**src/mtr_cfg.svh**
```systemverilog
// Offsets, field positions, reset values and fixed codes of the translation front end.
// Assumes byte addresses on the register port; 64-bit registers as two words.
`ifndef MTR_CFG_SVH
`define MTR_CFG_SVH

`define MTR_OFF_CONTROL   16'h0000
`define MTR_OFF_IMPL_ID   16'h0004
`define MTR_OFF_FEAT_LO   16'h0008
`define MTR_OFF_FEAT_HI   16'h000C
`define MTR_OFF_TRANSLATE 16'h0040
`define MTR_OFF_CWR_LO    16'h0088
`define MTR_OFF_CWR_HI    16'h008C

`define MTR_CTRL_ENABLE_BIT 0
`define MTR_CTRL_RESET      1'h0
`define MTR_CWR_RESET       15'h0000
`define MTR_CWR_LSB         5
`define MTR_CWR_MSB         19

// Identification fields; product, variant, revision and implementer are arbitrary
`define MTR_PRODUCT_CODE  8'h5A
`define MTR_VARIANT       4'h1
`define MTR_REVISION      4'h2
`define MTR_CONT_CODE     4'h0
`define MTR_MAKER_CODE    7'h11

`endif

```
**src/mtr_pkg.sv**
```systemverilog
// Types shared by the translation front end.
// Assumes nothing beyond the configuration header.
package mtr_pkg;
  typedef logic [31:0] mtr_word_type;
  // One-hot access width of a register write
  typedef enum logic [1:0] {
    MTR_SZ32 = 2'h1,
    MTR_SZ16 = 2'h2
  } mtr_size_type;
endpackage

```
**src/mtr_translation_regs.sv**
```systemverilog
// Register front end of the interrupt translation service.
// Assumes a single-cycle register port and mapping updates from same-clock logic.
//
// Contract
// - Identification word: product, zeros, variant, revision, implementer
// - Implementer: continuation nibble, bit7 zero, identity code
// - Identification register single, shared by security states
// - 16-bit translate writes zero the upper half
// - Drop translate writes while service disabled
// - Drop writes from unmapped requester
// - Drop writes whose requester exceeds implemented width
// - Drop writes whose event exceeds mapped range
// - Drop writes whose in-range event is unmapped
// - Whole data word is the event tag
// - Requester tag indexes the device table
// - Translate register at shared set-interrupt offset
// - Bit 36 flags collection width field validity
// - Bits 35:32 give collection bits minus one
// - Hardware collection count; collections unmapped at reset
// - Bit 19 selects target address format
// - Bit 18 reports local system error support
// - Requester and event widths minus one
// - Bits 7:4 give entry bytes minus one
// - Bit 1 virtual support, bit 0 one
// - Control bit 0 enables service, resets zero
`timescale 1ns/1ps
`include "mtr_cfg.svh"

module mtr_translation_regs #(
  parameter int unsigned DEV_BITS      = 4,
  parameter int unsigned EVT_BITS      = 4,
  parameter logic [7:0]  HW_COLL_COUNT = 8'h04,
  parameter logic        COLL_LIMIT    = 1'b1,
  parameter logic [3:0]  COLL_WIDTH_M1 = 4'h3,
  parameter logic        TARGET_FMT    = 1'b0,
  parameter logic        LOCAL_SYSERR  = 1'b0,
  parameter logic        VIRT          = 1'b0,
  parameter logic [3:0]  ENTRY_M1      = 4'h7
) (
  input  wire logic                 sys_clk,
  input  wire logic                 rst_n,
  input  wire logic                 reg_wr,
  input  wire logic                 reg_rd,
  input  wire logic [15:0]          reg_addr,
  input  wire mtr_pkg::mtr_size_type reg_size,
  input  wire logic [31:0]          reg_wdata,
  input  wire logic [31:0]          requester_tag,
  output logic [31:0]               reg_rdata,
  output logic                      reg_rvalid,
  input  wire logic                 map_dev_wr,
  input  wire logic [DEV_BITS-1:0]  map_dev_id,
  input  wire logic                 map_dev_valid,
  input  wire logic [4:0]           map_dev_range_m1,
  input  wire logic                 map_evt_wr,
  input  wire logic [DEV_BITS-1:0]  map_evt_dev,
  input  wire logic [EVT_BITS-1:0]  map_evt_id,
  input  wire logic                 map_evt_valid,
  output logic                      xlate_valid,
  output logic [DEV_BITS-1:0]       xlate_requester,
  output logic [31:0]               xlate_event,
  output logic                      xlate_drop,
  output logic                      service_enabled
);
  localparam int unsigned NDEV = 1 << DEV_BITS;
  localparam int unsigned NEVT = 1 << EVT_BITS;
  localparam logic [4:0]  DEV_M1 = 5'(DEV_BITS - 1);
  localparam logic [4:0]  EVT_M1 = 5'(EVT_BITS - 1);

  // Fixed read-only images; one copy serves both security states
  wire logic [31:0] impl_id_w = {`MTR_PRODUCT_CODE, 4'h0, `MTR_VARIANT, `MTR_REVISION,
                                 `MTR_CONT_CODE, 1'b0, `MTR_MAKER_CODE};
  wire logic [63:0] feature_w = {27'h0, COLL_LIMIT, COLL_WIDTH_M1,
                                 HW_COLL_COUNT, 4'h0,
                                 TARGET_FMT, LOCAL_SYSERR,
                                 DEV_M1, EVT_M1,
                                 ENTRY_M1, 1'b0, 1'b0, VIRT, 1'b1};

  logic                     enable_q, enable_d;
  logic [14:0]              cwr_q, cwr_d;
  logic [31:0]              rdata_q, rdata_d;
  logic                     rvalid_q, rvalid_d;
  logic                     xv_q, xv_d, xd_q, xd_d;
  logic [DEV_BITS-1:0]      xr_q, xr_d;
  logic [31:0]              xe_q, xe_d;
  logic [NDEV-1:0]          dev_valid_q, dev_valid_d;
  logic [4:0]               dev_range_q [NDEV];
  logic [4:0]               dev_range_d [NDEV];
  logic [NEVT-1:0]          evt_map_q [NDEV];
  logic [NEVT-1:0]          evt_map_d [NDEV];

  // Translate request decode; write-only, reads return zero
  logic                     is_xlate;
  logic [31:0]              evt_word;
  logic                     req_in_range, dev_ok, evt_in_range, evt_ok, accept;
  logic [DEV_BITS-1:0]      req_idx;
  logic [EVT_BITS-1:0]      evt_idx;

  always_comb begin
    is_xlate = reg_wr && (reg_addr == `MTR_OFF_TRANSLATE);
    // Half-word write carries only the low sixteen bits
    evt_word = (reg_size == mtr_pkg::MTR_SZ16) ? {16'h0000, reg_wdata[15:0]} : reg_wdata;
    // Tag is trusted as delivered by the interconnect
    req_in_range = (requester_tag >> DEV_BITS) == 32'h0;
    req_idx = requester_tag[DEV_BITS-1:0];
    dev_ok = req_in_range && dev_valid_q[req_idx];
    // Range check against the width fixed at mapping
    evt_in_range = (evt_word >> ({27'h0, dev_range_q[req_idx]} + 32'h1)) == 32'h0;
    evt_in_range = evt_in_range && ((evt_word >> EVT_BITS) == 32'h0);
    evt_idx = evt_word[EVT_BITS-1:0];
    evt_ok = evt_in_range && evt_map_q[req_idx][evt_idx];
    accept = enable_q && dev_ok && evt_ok;
  end

  // Register writes, read answers and translation outputs
  always_comb begin
    enable_d = enable_q;
    cwr_d    = cwr_q;
    rdata_d  = rdata_q;
    rvalid_d = reg_rd;
    xv_d     = is_xlate && accept;
    xd_d     = is_xlate && !accept;
    xr_d     = is_xlate ? req_idx : xr_q;
    xe_d     = is_xlate ? evt_word : xe_q;
    // Only the enable bit of control is writable
    if (reg_wr && reg_addr == `MTR_OFF_CONTROL) begin
      enable_d = reg_wdata[`MTR_CTRL_ENABLE_BIT];
    end
    if (reg_wr && reg_addr == `MTR_OFF_CWR_LO) begin
      cwr_d = reg_wdata[`MTR_CWR_MSB:`MTR_CWR_LSB];
    end
    if (reg_rd) begin
      unique case (reg_addr)
        `MTR_OFF_CONTROL: rdata_d = {31'h0, enable_q};
        `MTR_OFF_IMPL_ID: rdata_d = impl_id_w;
        `MTR_OFF_FEAT_LO: rdata_d = feature_w[31:0];
        `MTR_OFF_FEAT_HI: rdata_d = feature_w[63:32];
        `MTR_OFF_CWR_LO:  rdata_d = {12'h000, cwr_q, 5'h00};
        default:          rdata_d = 32'h0; // Unmapped and write-only read zero
      endcase
    end
  end

  always_ff @(posedge sys_clk or negedge rst_n) begin
    if (!rst_n) begin
      enable_q <= `MTR_CTRL_RESET;
      cwr_q    <= `MTR_CWR_RESET;
      rdata_q  <= 32'h0;
      rvalid_q <= 1'b0;
      xv_q     <= 1'b0;
      xd_q     <= 1'b0;
      xr_q     <= '0;
      xe_q     <= 32'h0;
    end else begin
      enable_q <= enable_d;
      cwr_q    <= cwr_d;
      rdata_q  <= rdata_d;
      rvalid_q <= rvalid_d;
      xv_q     <= xv_d;
      xd_q     <= xd_d;
      xr_q     <= xr_d;
      xe_q     <= xe_d;
    end
  end

  // Mapping tables; everything starts unmapped so no stale entry can translate
  always_comb begin
    dev_valid_d = dev_valid_q;
    dev_range_d = dev_range_q;
    evt_map_d   = evt_map_q;
    if (map_dev_wr) begin
      dev_valid_d[map_dev_id] = map_dev_valid;
      dev_range_d[map_dev_id] = map_dev_range_m1;
      // Remapping a requester wipes its event entries
      evt_map_d[map_dev_id]   = '0;
    end
    if (map_evt_wr) begin
      evt_map_d[map_evt_dev][map_evt_id] = map_evt_valid;
    end
  end

  always_ff @(posedge sys_clk or negedge rst_n) begin
    if (!rst_n) begin
      dev_valid_q <= '0;
      for (int i = 0; i < NDEV; i++) begin
        dev_range_q[i] <= 5'h00;
        evt_map_q[i]   <= '0;
      end
    end else begin
      dev_valid_q <= dev_valid_d;
      dev_range_q <= dev_range_d;
      evt_map_q   <= evt_map_d;
    end
  end

  assign reg_rdata       = rdata_q;
  assign reg_rvalid      = rvalid_q;
  assign xlate_valid     = xv_q;
  assign xlate_drop      = xd_q;
  assign xlate_requester = xr_q;
  assign xlate_event     = xe_q;
  assign service_enabled = enable_q;
endmodule

```
**config.mk**
```make
export PLATFORM = sky130hd
export DESIGN_NAME = mtr_translation_regs
export DESIGN_NICKNAME = d
export VERILOG_FILES = /design/src/mtr_pkg.sv /design/src/mtr_translation_regs.sv
export VERILOG_INCLUDE_DIRS = /design/src
export SDC_FILE = /design/constraint.sdc
export NUM_CORES = 1
export LEC_CHECK = 0
export BUFFER_PORTS_ARGS = -buffer_cell sky130_fd_sc_hd__buf_2
export CAP_MARGIN = 20
export CORE_ASPECT_RATIO = 1.2
export CORE_MARGIN = 2
export CORE_UTILIZATION = 45
export CTS_CLUSTER_DIAMETER = 80
export DETAILED_ROUTE_END_ITERATION = 10
export SLEW_MARGIN = 30
export SYNTH_ARGS = -nofsm -noshare
export SYNTH_HDL_FRONTEND = slang
export SYNTH_SLANG_ARGS = --single-unit
```
**constraint.sdc**
```tcl
create_clock -name sys_clk -period 4.1 [get_ports sys_clk]
set_input_delay 0.82 -clock sys_clk [delete_from_list [all_inputs] [get_ports sys_clk]]
set_output_delay 0.82 -clock sys_clk [all_outputs]
set_load 0.005 [all_outputs]
```
* After elaboration in Yosys (flattened, before gate mapping)
Cells that the tools add are included.
** Cells by class
- Add/subtract/negate cells :: 1
- $lt $le $gt $ge :: 11
- Eq/ne operators :: 6
- Shift operators :: 1
- Multiplexer cells :: 27
- Bitwise logic cells :: 5
- Reductions and logical operators :: 19
** Operator list (number)
- 256-bit two-way mux :: 2
- 256-bit AND :: 1
- 256-bit bitwise mux :: 1
- 256-bit NOT :: 1
- 31-bit case mux with 5 select lines :: 1
- 16-bit demux with 4-bit select :: 2
- 32-bit logical NOT :: 3
- 80-bit bitwise mux :: 1
- 16-bit binary-select mux with 4-bit select :: 1
- 16-bit two-way mux :: 4
- 16-bit by 4-bit == test with 1-bit output (second input constant) :: 2
- 32-bit two-way mux :: 1
- 32-bit by 6-bit >> shifter with 32-bit output :: 1
- 5-bit binary-select mux with 4-bit select :: 1
- 5-bit demux with 4-bit select :: 1
- 4-bit by 5-bit less-than comparator with 1-bit output (second input constant) :: 4
- 16-bit bitwise mux :: 1
- 16-bit by 3-bit == test with 1-bit output (second input constant) :: 1
- 16-bit by 7-bit == test with 1-bit output (second input constant) :: 1
- 16-bit by 8-bit == test with 1-bit output (second input constant) :: 1
- 16-bit logical NOT :: 1
- 5-bit >= comparator (second input constant) :: 3
- 5-bit two-way mux :: 3
- 4-bit NOT with 5-bit output :: 3
- other kinds (9) :: 29
** Word-level totals
- Bits in registers :: 439
- Input port bits :: 107
- Output and inout port bits :: 72

* Longest topological paths before layout
Gate-level depths: netlist (run 1).
- Depth after elaboration :: 12
- Mapped depth :: 12

* Worst setup path after synthesis (run 1)
No wires, ideal clock.
- Path kind :: input-to-reg
- Start point :: in requester_tag[0]
- End point :: reg xv_q, in the netlist xlate_valid
- Library setup time :: 0.119 ns
- Arrival :: 3.281 ns
- Required time :: 3.981 ns
- Setup slack :: 0.700 ns
- Stages :: 11
- Cell sequence :: buf_2 > buf_4 > buf_4 > buf_4 > buf_2 > mux4_2 > mux4_2 > nand2_1 > a41o_1 > a211oi_1 > and2_1
** On the way
- Word-level cells in the longest chain between the ends :: 11
** RTL lines
- start, declared :: line mtr_translation_regs.sv:47 : input wire logic [31:0] requester_tag,
- 4-bit NOT with 5-bit output (implied by the code) :: line mtr_translation_regs.sv:107, mtr_translation_regs.sv:110
- 5-bit binary-select mux with 4-bit select :: line mtr_translation_regs.sv:107 : evt_in_range = (evt_word >> ({27'h0, dev_range_q[req_idx]} + 32'h1)) == 32'h0;
- 5-bit two-way mux (implied by the code) (2 in a row) :: line mtr_translation_regs.sv:107
- 5-bit by 1-bit adder with 6-bit output :: line mtr_translation_regs.sv:107
- 32-bit by 6-bit >> shifter with 32-bit output :: line mtr_translation_regs.sv:107
- 32-bit logical NOT :: line mtr_translation_regs.sv:107
- 1-bit logical AND :: line mtr_translation_regs.sv:108 : evt_in_range = evt_in_range && ((evt_word >> EVT_BITS) == 32'h0);
- 1-bit logical AND :: line mtr_translation_regs.sv:110 : evt_ok = evt_in_range && evt_map_q[req_idx][evt_idx];
- 1-bit logical AND * :: line mtr_translation_regs.sv:111 : accept = enable_q && dev_ok && evt_ok;
- 1-bit logical AND * :: line mtr_translation_regs.sv:120 : xv_d = is_xlate && accept;
- named net xv_d :: line mtr_translation_regs.sv:82 : logic xv_q, xv_d, xd_q, xd_d;
- end signal, assigned :: line mtr_translation_regs.sv:158 : xv_q <= xv_d;
- end, declared :: line mtr_translation_regs.sv:82
The timed path passes the listed nets; every way through them passes the cells marked *. The select of a mux whose other input is x is not followed.
A chain may end at the register's enable or synchronous reset.

* Final worst setup path (run 1)
- Start point :: in requester_tag[1]
- End point :: reg xv_q, in the netlist xlate_valid
Same word-level chain as after synthesis.

==> results of run 1 <==
[synth_stat cells (3+ instances only)]
cell type	count	area share, %
nand3_1	290	6.6
buf_4	20	0.68
o221ai_1	3	0.12
dfrtp_1	427	48
a22oi_1	8	0.27
o211ai_1	256	8.7
mux2_2	131	6.7
inv_1	16	0.27
buf_1	15	0.25
mux4_1	5	0.59
nand2_1	439	7.5
mux2i_1	25	1.1
and3_1	8	0.23
nor2b_1	15	0.42
buf_2	13	0.29
and2_1	7	0.20
nor2_1	62	1.1
nor3_1	17	0.39
nand2b_1	12	0.34
a221oi_1	3	0.12
a22o_1	4	0.16
mux4_2	82	8.4
a21oi_1	14	0.32
or4_1	4	0.14
clkbuf_1	163	2.8
a211oi_1	7	0.24
a211o_1	3	0.12
nand4_1	10	0.28
o22ai_1	3	0.085
o21ai_0	36	0.82
nor3b_1	3	0.10
a2111oi_0	7	0.28
buf_6	3	0.15
or3_1	9	0.25
nor4_1	19	0.54
[per-stage QoR]
| stage | utilization, % | hold slack [ns] | cell area, sq um | instances | power (mW) |
|---|---|---|---|---|---|
| after floorplan | - | 0.449 | 22100 | 2177 | 5.58 |
| after global placement | 49.0 | 0.452 | 23600 | 2843 | 6.07 |
| after global routing | 52.4 | 0.304 | 25300 | 2932 | 10.7 |
| final | 52.4 | 0.251 | 25300 | 2933 | 10.3 |
| after CTS | 52.3 | 0.272 | 25200 | 2929 | 10.3 |
| after detailed placement | 49.2 | 0.456 | 23700 | 2846 | 6.11 |
[cell type report]
cell class                      count  area, sq um
Fill cell                        4363        22900
Sequential cell                   427        10700
Multi-Input combinational cell   1517        10600
Timing Repair Buffer              256         1640
Clock buffer                       70         1400
Tap cell                          630          788
Clock inverter                     13          121
Inverter                           19         71.3
Antenna cell                        1         2.50
[worst max-delay path, stage by stage]
cell	delay (ns)
buf_2	0.20
buf_12	0.25
mux4_1	0.59
o22ai_1	0.24
a21o_1	0.31
nor4_1	0.10
or4_1	0.49
a222oi_1	0.36
a211oi_1	0.17
and2_1	0.18
[placed cells by master, fill, tap and decap left out, types with 8 or more instances in the layout]
master and count:
mux2_2 131, a21oi_1 14, buf_4 76, nand2_1 438, nand2b_1 12, conb_1 9, buf_2 165, mux4_2 82
mux2i_1 25, a22oi_1 8, nand3_1 290, o211ai_1 256, nor2_2 11, nand4_1 10, inv_1 16, and3_1 8
dfrtp_1 427, nor2_1 47, nor3_1 11, clkinv_2 9, nor4_1 18, clkbuf_16 47, clkbuf_8 14, clkbuf_1 9
nor2b_1 15, o21ai_0 36
[how the worst min path moves through the flow]
stage / from / to / slack [ns] / cells past startpoint
after global routing: rst_n / dev_range_q[35] / 0.30 / 1
final: rst_n / dev_range_q[35] / 0.25 / 1
after floorplan: cwr_q[12] / cwr_q[12] / 0.45 / 2
after detailed placement: xlate_event[21] / xlate_event[21] / 0.46 / 2
after CTS: rst_n / dev_range_q[35] / 0.27 / 1
after global placement: xlate_event[18] / xlate_event[18] / 0.45 / 2
[metal layers]
metal	global-route usage [%]	vias up	part of all wire (%)
met5	0	-	0
met4	15.7	0	4.9
met3	5.42	244	8.8
met2	51.6	1092	47
met1	40.7	9639	39
li1	-	8108	-
[cell families (layout without fill, tap and decap cells)]
group / Yosys count / count (layout)
muxes: 245 / 245
buffers and inverters: 233 / 358
other: 1 / 10
DFF: 427 / 427
AOI/OAI and AO/OA: 358 / 358
and+or+nand+nor: 905 / 905
[sequential cells by signal, summed over array words and instances, names as in the netlist]
register / count
cwr_q: 15
dev_range_q: 80
dev_valid_q: 16
evt_map_q: 256
reg_rdata: 20
reg_rvalid: 1
service_enabled: 1
xlate_drop: 1
xlate_event: 32
xlate_requester: 4
xlate_valid: 1
[report_power, final]
group          internal, mW  switching, mW  total [mW]
Clock                  2.48           1.77        4.25
Combinational         0.594          0.788        1.38
Sequential             4.52          0.158        4.68
==> results by group, run 1 <==
Outcome
  • Status: finished clean

Logic synthesis
  • Synth Area in Simple Gates: 18.4%
  • Compound-Gate Fraction of Synth Area: 11.8%
  • Synth cell types: 58
  • Seq cells post-synth: 427
  • Post-Syn Instances: 2169
  • Mapped cell area: 0.0221 sq mm
  • Post-synth EDFFs: 0
  • Syn Area/Cell: 10.2 sq um
  • Post-Synth Adder-Cell Area: 0%
  • Xor and xnor area share after synthesis: 0%
  • Main combinational cell family by area after synthesis: simple AND/OR/NAND/NOR gates
  • Top_reg_cell synth: dfrtp_1
  • Syn. warnings: 0
  • Post-synth ARST share: 100%
  • Post-synthesis mux area share: 16.9%
  • Part of the Yosys area used for sequential elements: 48.4%

Place
  • DP Wirelength: 51500 microns
  • Place WS: 0.320 ns
  • IO buf count: 169
  • Routability cong.: 0.940

GRT
  • First-pass GRT wire length: 120000 microns
  • Initial antenna violation count: 1
  • Pin count of the biggest net entering global routing: 107
  • Gr ovfl total: 0
  • Vias in the first global route: 19229
  • GRT Total Usage: 31.6%

CTS
  • Clk root buf: clkbuf_16
  • H-tree depth: 2
  • CTS sink cnt: 427
  • Post-CTS Setup Bufs: 0
  • Worst-path clk slew: 0.06 ns
  • Resized cells post-CTS: 0
  • Clk buf depth: 3
  • Hold-fix buffer count after cts: 0
  • Worst skew pair latency: 0.59 ns
  • CTS Buf Count: 46
  • CTS tree: done

Worst setup path
  • R2r setup slk: 1.13 ns
  • Crit path capture type: flop
  • Req. time, crit path: 4.57 ns
  • Setup crit end: xlate_valid
  • WP data arrival: 3.72 ns
  • Setup crit start: requester_tag[1]
  • Worst R2R End: xlate_valid
  • Crit Path Max Fanout: 32
  • Reg2Reg Depth: 8
  • Worst reg2reg path startpoint: dev_range_q[15]
  • CP startpoint kind: input port
  • Setup CP Type: in -> reg

STA
  • Final WS setup: 0.857 ns
  • Slew Limit Fails: 0
  • # setup viols final: 0
  • Period utilization: 79.1%
  • Slew @ Worst Pin: 1.08 ns
  • Worst Skew: 0.0132 ns
  • Minimum clock period: 3.24 ns
  • Final Hold Viols: 0
  • Worst slew margin: 28.0%
  • RSZ-0062 raised after global routing: false
  • Setup TNS: 0 ns
  • Max Clock Freq: 308 MHz

Die
  • Row count: 88
  • Initial Util: 45.8%
  • Core area: 0.0482 sq mm
  • Die area: 0.0509 sq mm
  • Die X: 206 microns
  • DIE HEIGHT: 247 microns
  • I/O pin total: 179

Power and ir drop
  • Leak: 12.2 nW
  • Pwr/cell area: 408 mW/mm^2
  • Peak supply drop: 0.000266 V

Route
  • Vias/cell: 6.51
  • Iteration-0 DRC Markers: 1994
  • Routed len/inst: 27.2 microns
  • # DRC: 0
  • WL final: 79700 microns
  • Final ANT Viol Nets: 0
  • First-pass DRT Iterations: 6
  • Vias: 19083

Layout
  • Nets: 2374
  • Syn-to-layout area delta: 14.5%
  • Ratio of cells with drive above 1 in the final layout: 25.1%

Hold path
  • Worst hold path type: in -> async

Flow run
  • Max-Cap Viols: 0
Note: power is estimated with default switching activity, not from simulation.
==> run 2, diff against run 1 <==
PLACE_DENSITY = 0.65   (was unset)
clock period = 2.95 ns   (was 4.1 ns; I/O delays follow)
==> run 2 against run 1 <==
Power grew 46%; sequential share of layout area shrank 1.3 points; core utilization grew 1.6 points; wire length grew 1.5%; worst setup slack lost 0.70 ns; clock skew grew 0.0077 ns; non-clock buffer count grew 77; sequential cell count is the same; global-route usage grew 0.43 points; sequential power grew 39%; cell count grew 2.7%; design area grew 3.1%.
==> results by group, run 2 (synthesis gave the netlist of run 1 again) <==
GRT
  • Gr ovfl total: 0
  • Pin count of the biggest net entering global routing: 88
  • Initial antenna violation count: 2
  • GRT Total Usage: 32.1%
  • First-pass GRT wire length: 122000 microns
  • Vias in the first global route: 19797

Place
  • IO buf count: 169
  • Post-place instance area: 0.0244 sq mm
  • Routability cong.: 0.937
  • DP Wirelength: 52000 microns
  • Place WS: -0.473 ns

Flow run
  • Max-Cap Viols: 0

Route
  • Vias: 19562
  • DR WL met3: 8050 microns
  • Top layer in use: met5
  • Routed met1 length: 29600 microns
  • Routed len/inst: 26.8 microns
  • Vias/cell: 6.49
  • Iteration-0 DRC Markers: 2215
  • Routed wl met2: 37500 microns
  • Final ANT Viol Nets: 0
  • WL final: 80800 microns
  • First-pass DRT Iterations: 6
  • # DRC: 0

Layout
  • Design area: 0.0261 sq mm
  • Syn-to-layout area delta: 18.1%
  • Area occupied by multi-input gates: 0.0105 sq mm
  • Final core utilization: 54.1%
  • Leading cell type in the layout, fill and taps excluded: nand2_1
  • Largest reg by FF count: evt_map_q
  • Ratio of cells with drive above 1 in the final layout: 27.0%
  • Layout filler cell count: 4227
  • Most frequent cells in the layout: nand2_1 (439), dfrtp_1 (427), nand3_1 (290)
  • Largest register FFs: 256
  • FF/Latch Area: 0.0107 sq mm
  • Nets: 2452

CTS
  • CTS Buf Count: 47
  • CTS tree: done
  • Worst skew pair latency: 0.61 ns
  • CTS sink cnt: 427
  • Clk buf depth: 3
  • Clk root buf: clkbuf_16
  • Worst-path clk slew: 0.06 ns
  • H-tree depth: 2
  • Post-CTS Setup Bufs: 0

Worst setup path
  • Setup crit start: dev_range_q[40]
  • Req. time, crit path: 3.43 ns
  • Crit Path Max Fanout: 6
  • WP data arrival: 3.27 ns
  • Worst reg2reg path startpoint: dev_range_q[40]
  • Setup CP Type: reg -> reg
  • Crit path capture type: flop
  • CP startpoint kind: flop

STA
  • Worst Skew: 0.0209 ns
  • Worst slew margin: 32.9%
  • Slew @ Worst Pin: 1.01 ns
  • Period utilization: 94.8%
  • # setup viols final: 0
  • Minimum clock period: 2.80 ns
  • Max Clock Freq: 358 MHz
  • Final WS setup: 0.154 ns
  • Slew Limit Fails: 0
  • Final Hold Viols: 0
  • RSZ-0062 raised after global routing: true

Power and ir drop
  • Clock power frac: 43.0%
  • Combinational Power Share: 13.7%
  • Pwr/cell area: 578 mW/mm^2
  • Internal: 11.2 mW
  • Peak supply drop: 0.000446 V
  • Seq pwr share: 43.2%
  • Switching share of power: 25.7%
  • Total power draw: 15.1 mW
  • Leak: 12.7 nW
  • Sw power: 3.88 mW

Die
  • I/O pin total: 179
  • Core area: 0.0482 sq mm
  • Die area: 0.0509 sq mm
  • DIE HEIGHT: 247 microns
  • Die X: 206 microns
  • Initial Util: 45.8%
  • Row count: 88

Hold path
  • Worst hold path type: in -> reg
  • HP Start: reg_wdata[12]

Outcome
  • Status: finished clean
==> run 2: cell type report <==
cell class	instances	area share, %
flip-flops and latches	427	41.0
multi-input cells	1517	40.2
repair buffers	333	8.98
clock buffers	68	5.32
well taps	630	3.02
clock inverters	17	1.17
inverters	19	0.274
diodes	1	0.00960
==> run 2: path summary, 6_finish.rpt <==
| check | endpoint | slack (ns) | cells past startpoint |
|---|---|---|---|
| max reg2reg | xlate_valid | 0.15 | 8 |
| max in group asynchronous | xlate_event[5] | 1.53 | 3 |
| max | xlate_valid | 0.15 | 8 |
| min reg2reg | xlate_event[19] | 0.46 | 2 |
| min in group asynchronous | dev_range_q[13] | 0.56 | 2 |
| min | xlate_event[12] | 0.29 | 3 |
==> run 2: power groups by stage <==
stage | Clock (mW) | Combinational (mW) | Sequential [mW]
floorplan | 0 | 1.26 | 6.52
global placement | 0 | 1.99 | 6.59
detailed placement | 0 | 2.04 | 6.61
CTS | 6.56 | 2.05 | 6.51
global route | 6.79 | 2.21 | 6.56
finish | 6.49 | 2.07 | 6.52
==> run 2: timing repair <==
item | 4_1_cts | 5_1_grt
endpoints found under the hold margin | 19 | 0
setup endpoints to repair | 0 | 2
resized for setup | 0 | 4
hold buffers | 1 | 0
==> run 2: critical path, stage by stage (launching register included) <==
cell	delay (ns)
dfrtp_1	0.38
mux4_2	0.47
mux2_4	0.35
mux2i_1	0.18
nor4_1	0.06
or4_1	0.49
a222oi_1	0.42
a211oi_2	0.14
and2_1	0.18
==> run 2: routing by layer <==
layer / vias up / track usage (%)
li1: 8245 / -
met5: - / 0
met2: 1239 / 50.6
met1: 9730 / 39.0
met3: 346 / 8.20
met4: 2 / 20.6
==> run 2: per-stage QoR <==
stage / cells / hold slack, ns / TNS, ns
2_1_floorplan: 2177 / 0.294 / -0.163
3_3_place_gp: 2925 / 0.452 / -0.865
3_5_place_dp: 2925 / 0.456 / -0.921
4_1_cts: 3011 / 0.269 / 0
5_1_grt: 3011 / 0.293 / -0.00129
6_report: 3012 / 0.292 / 0
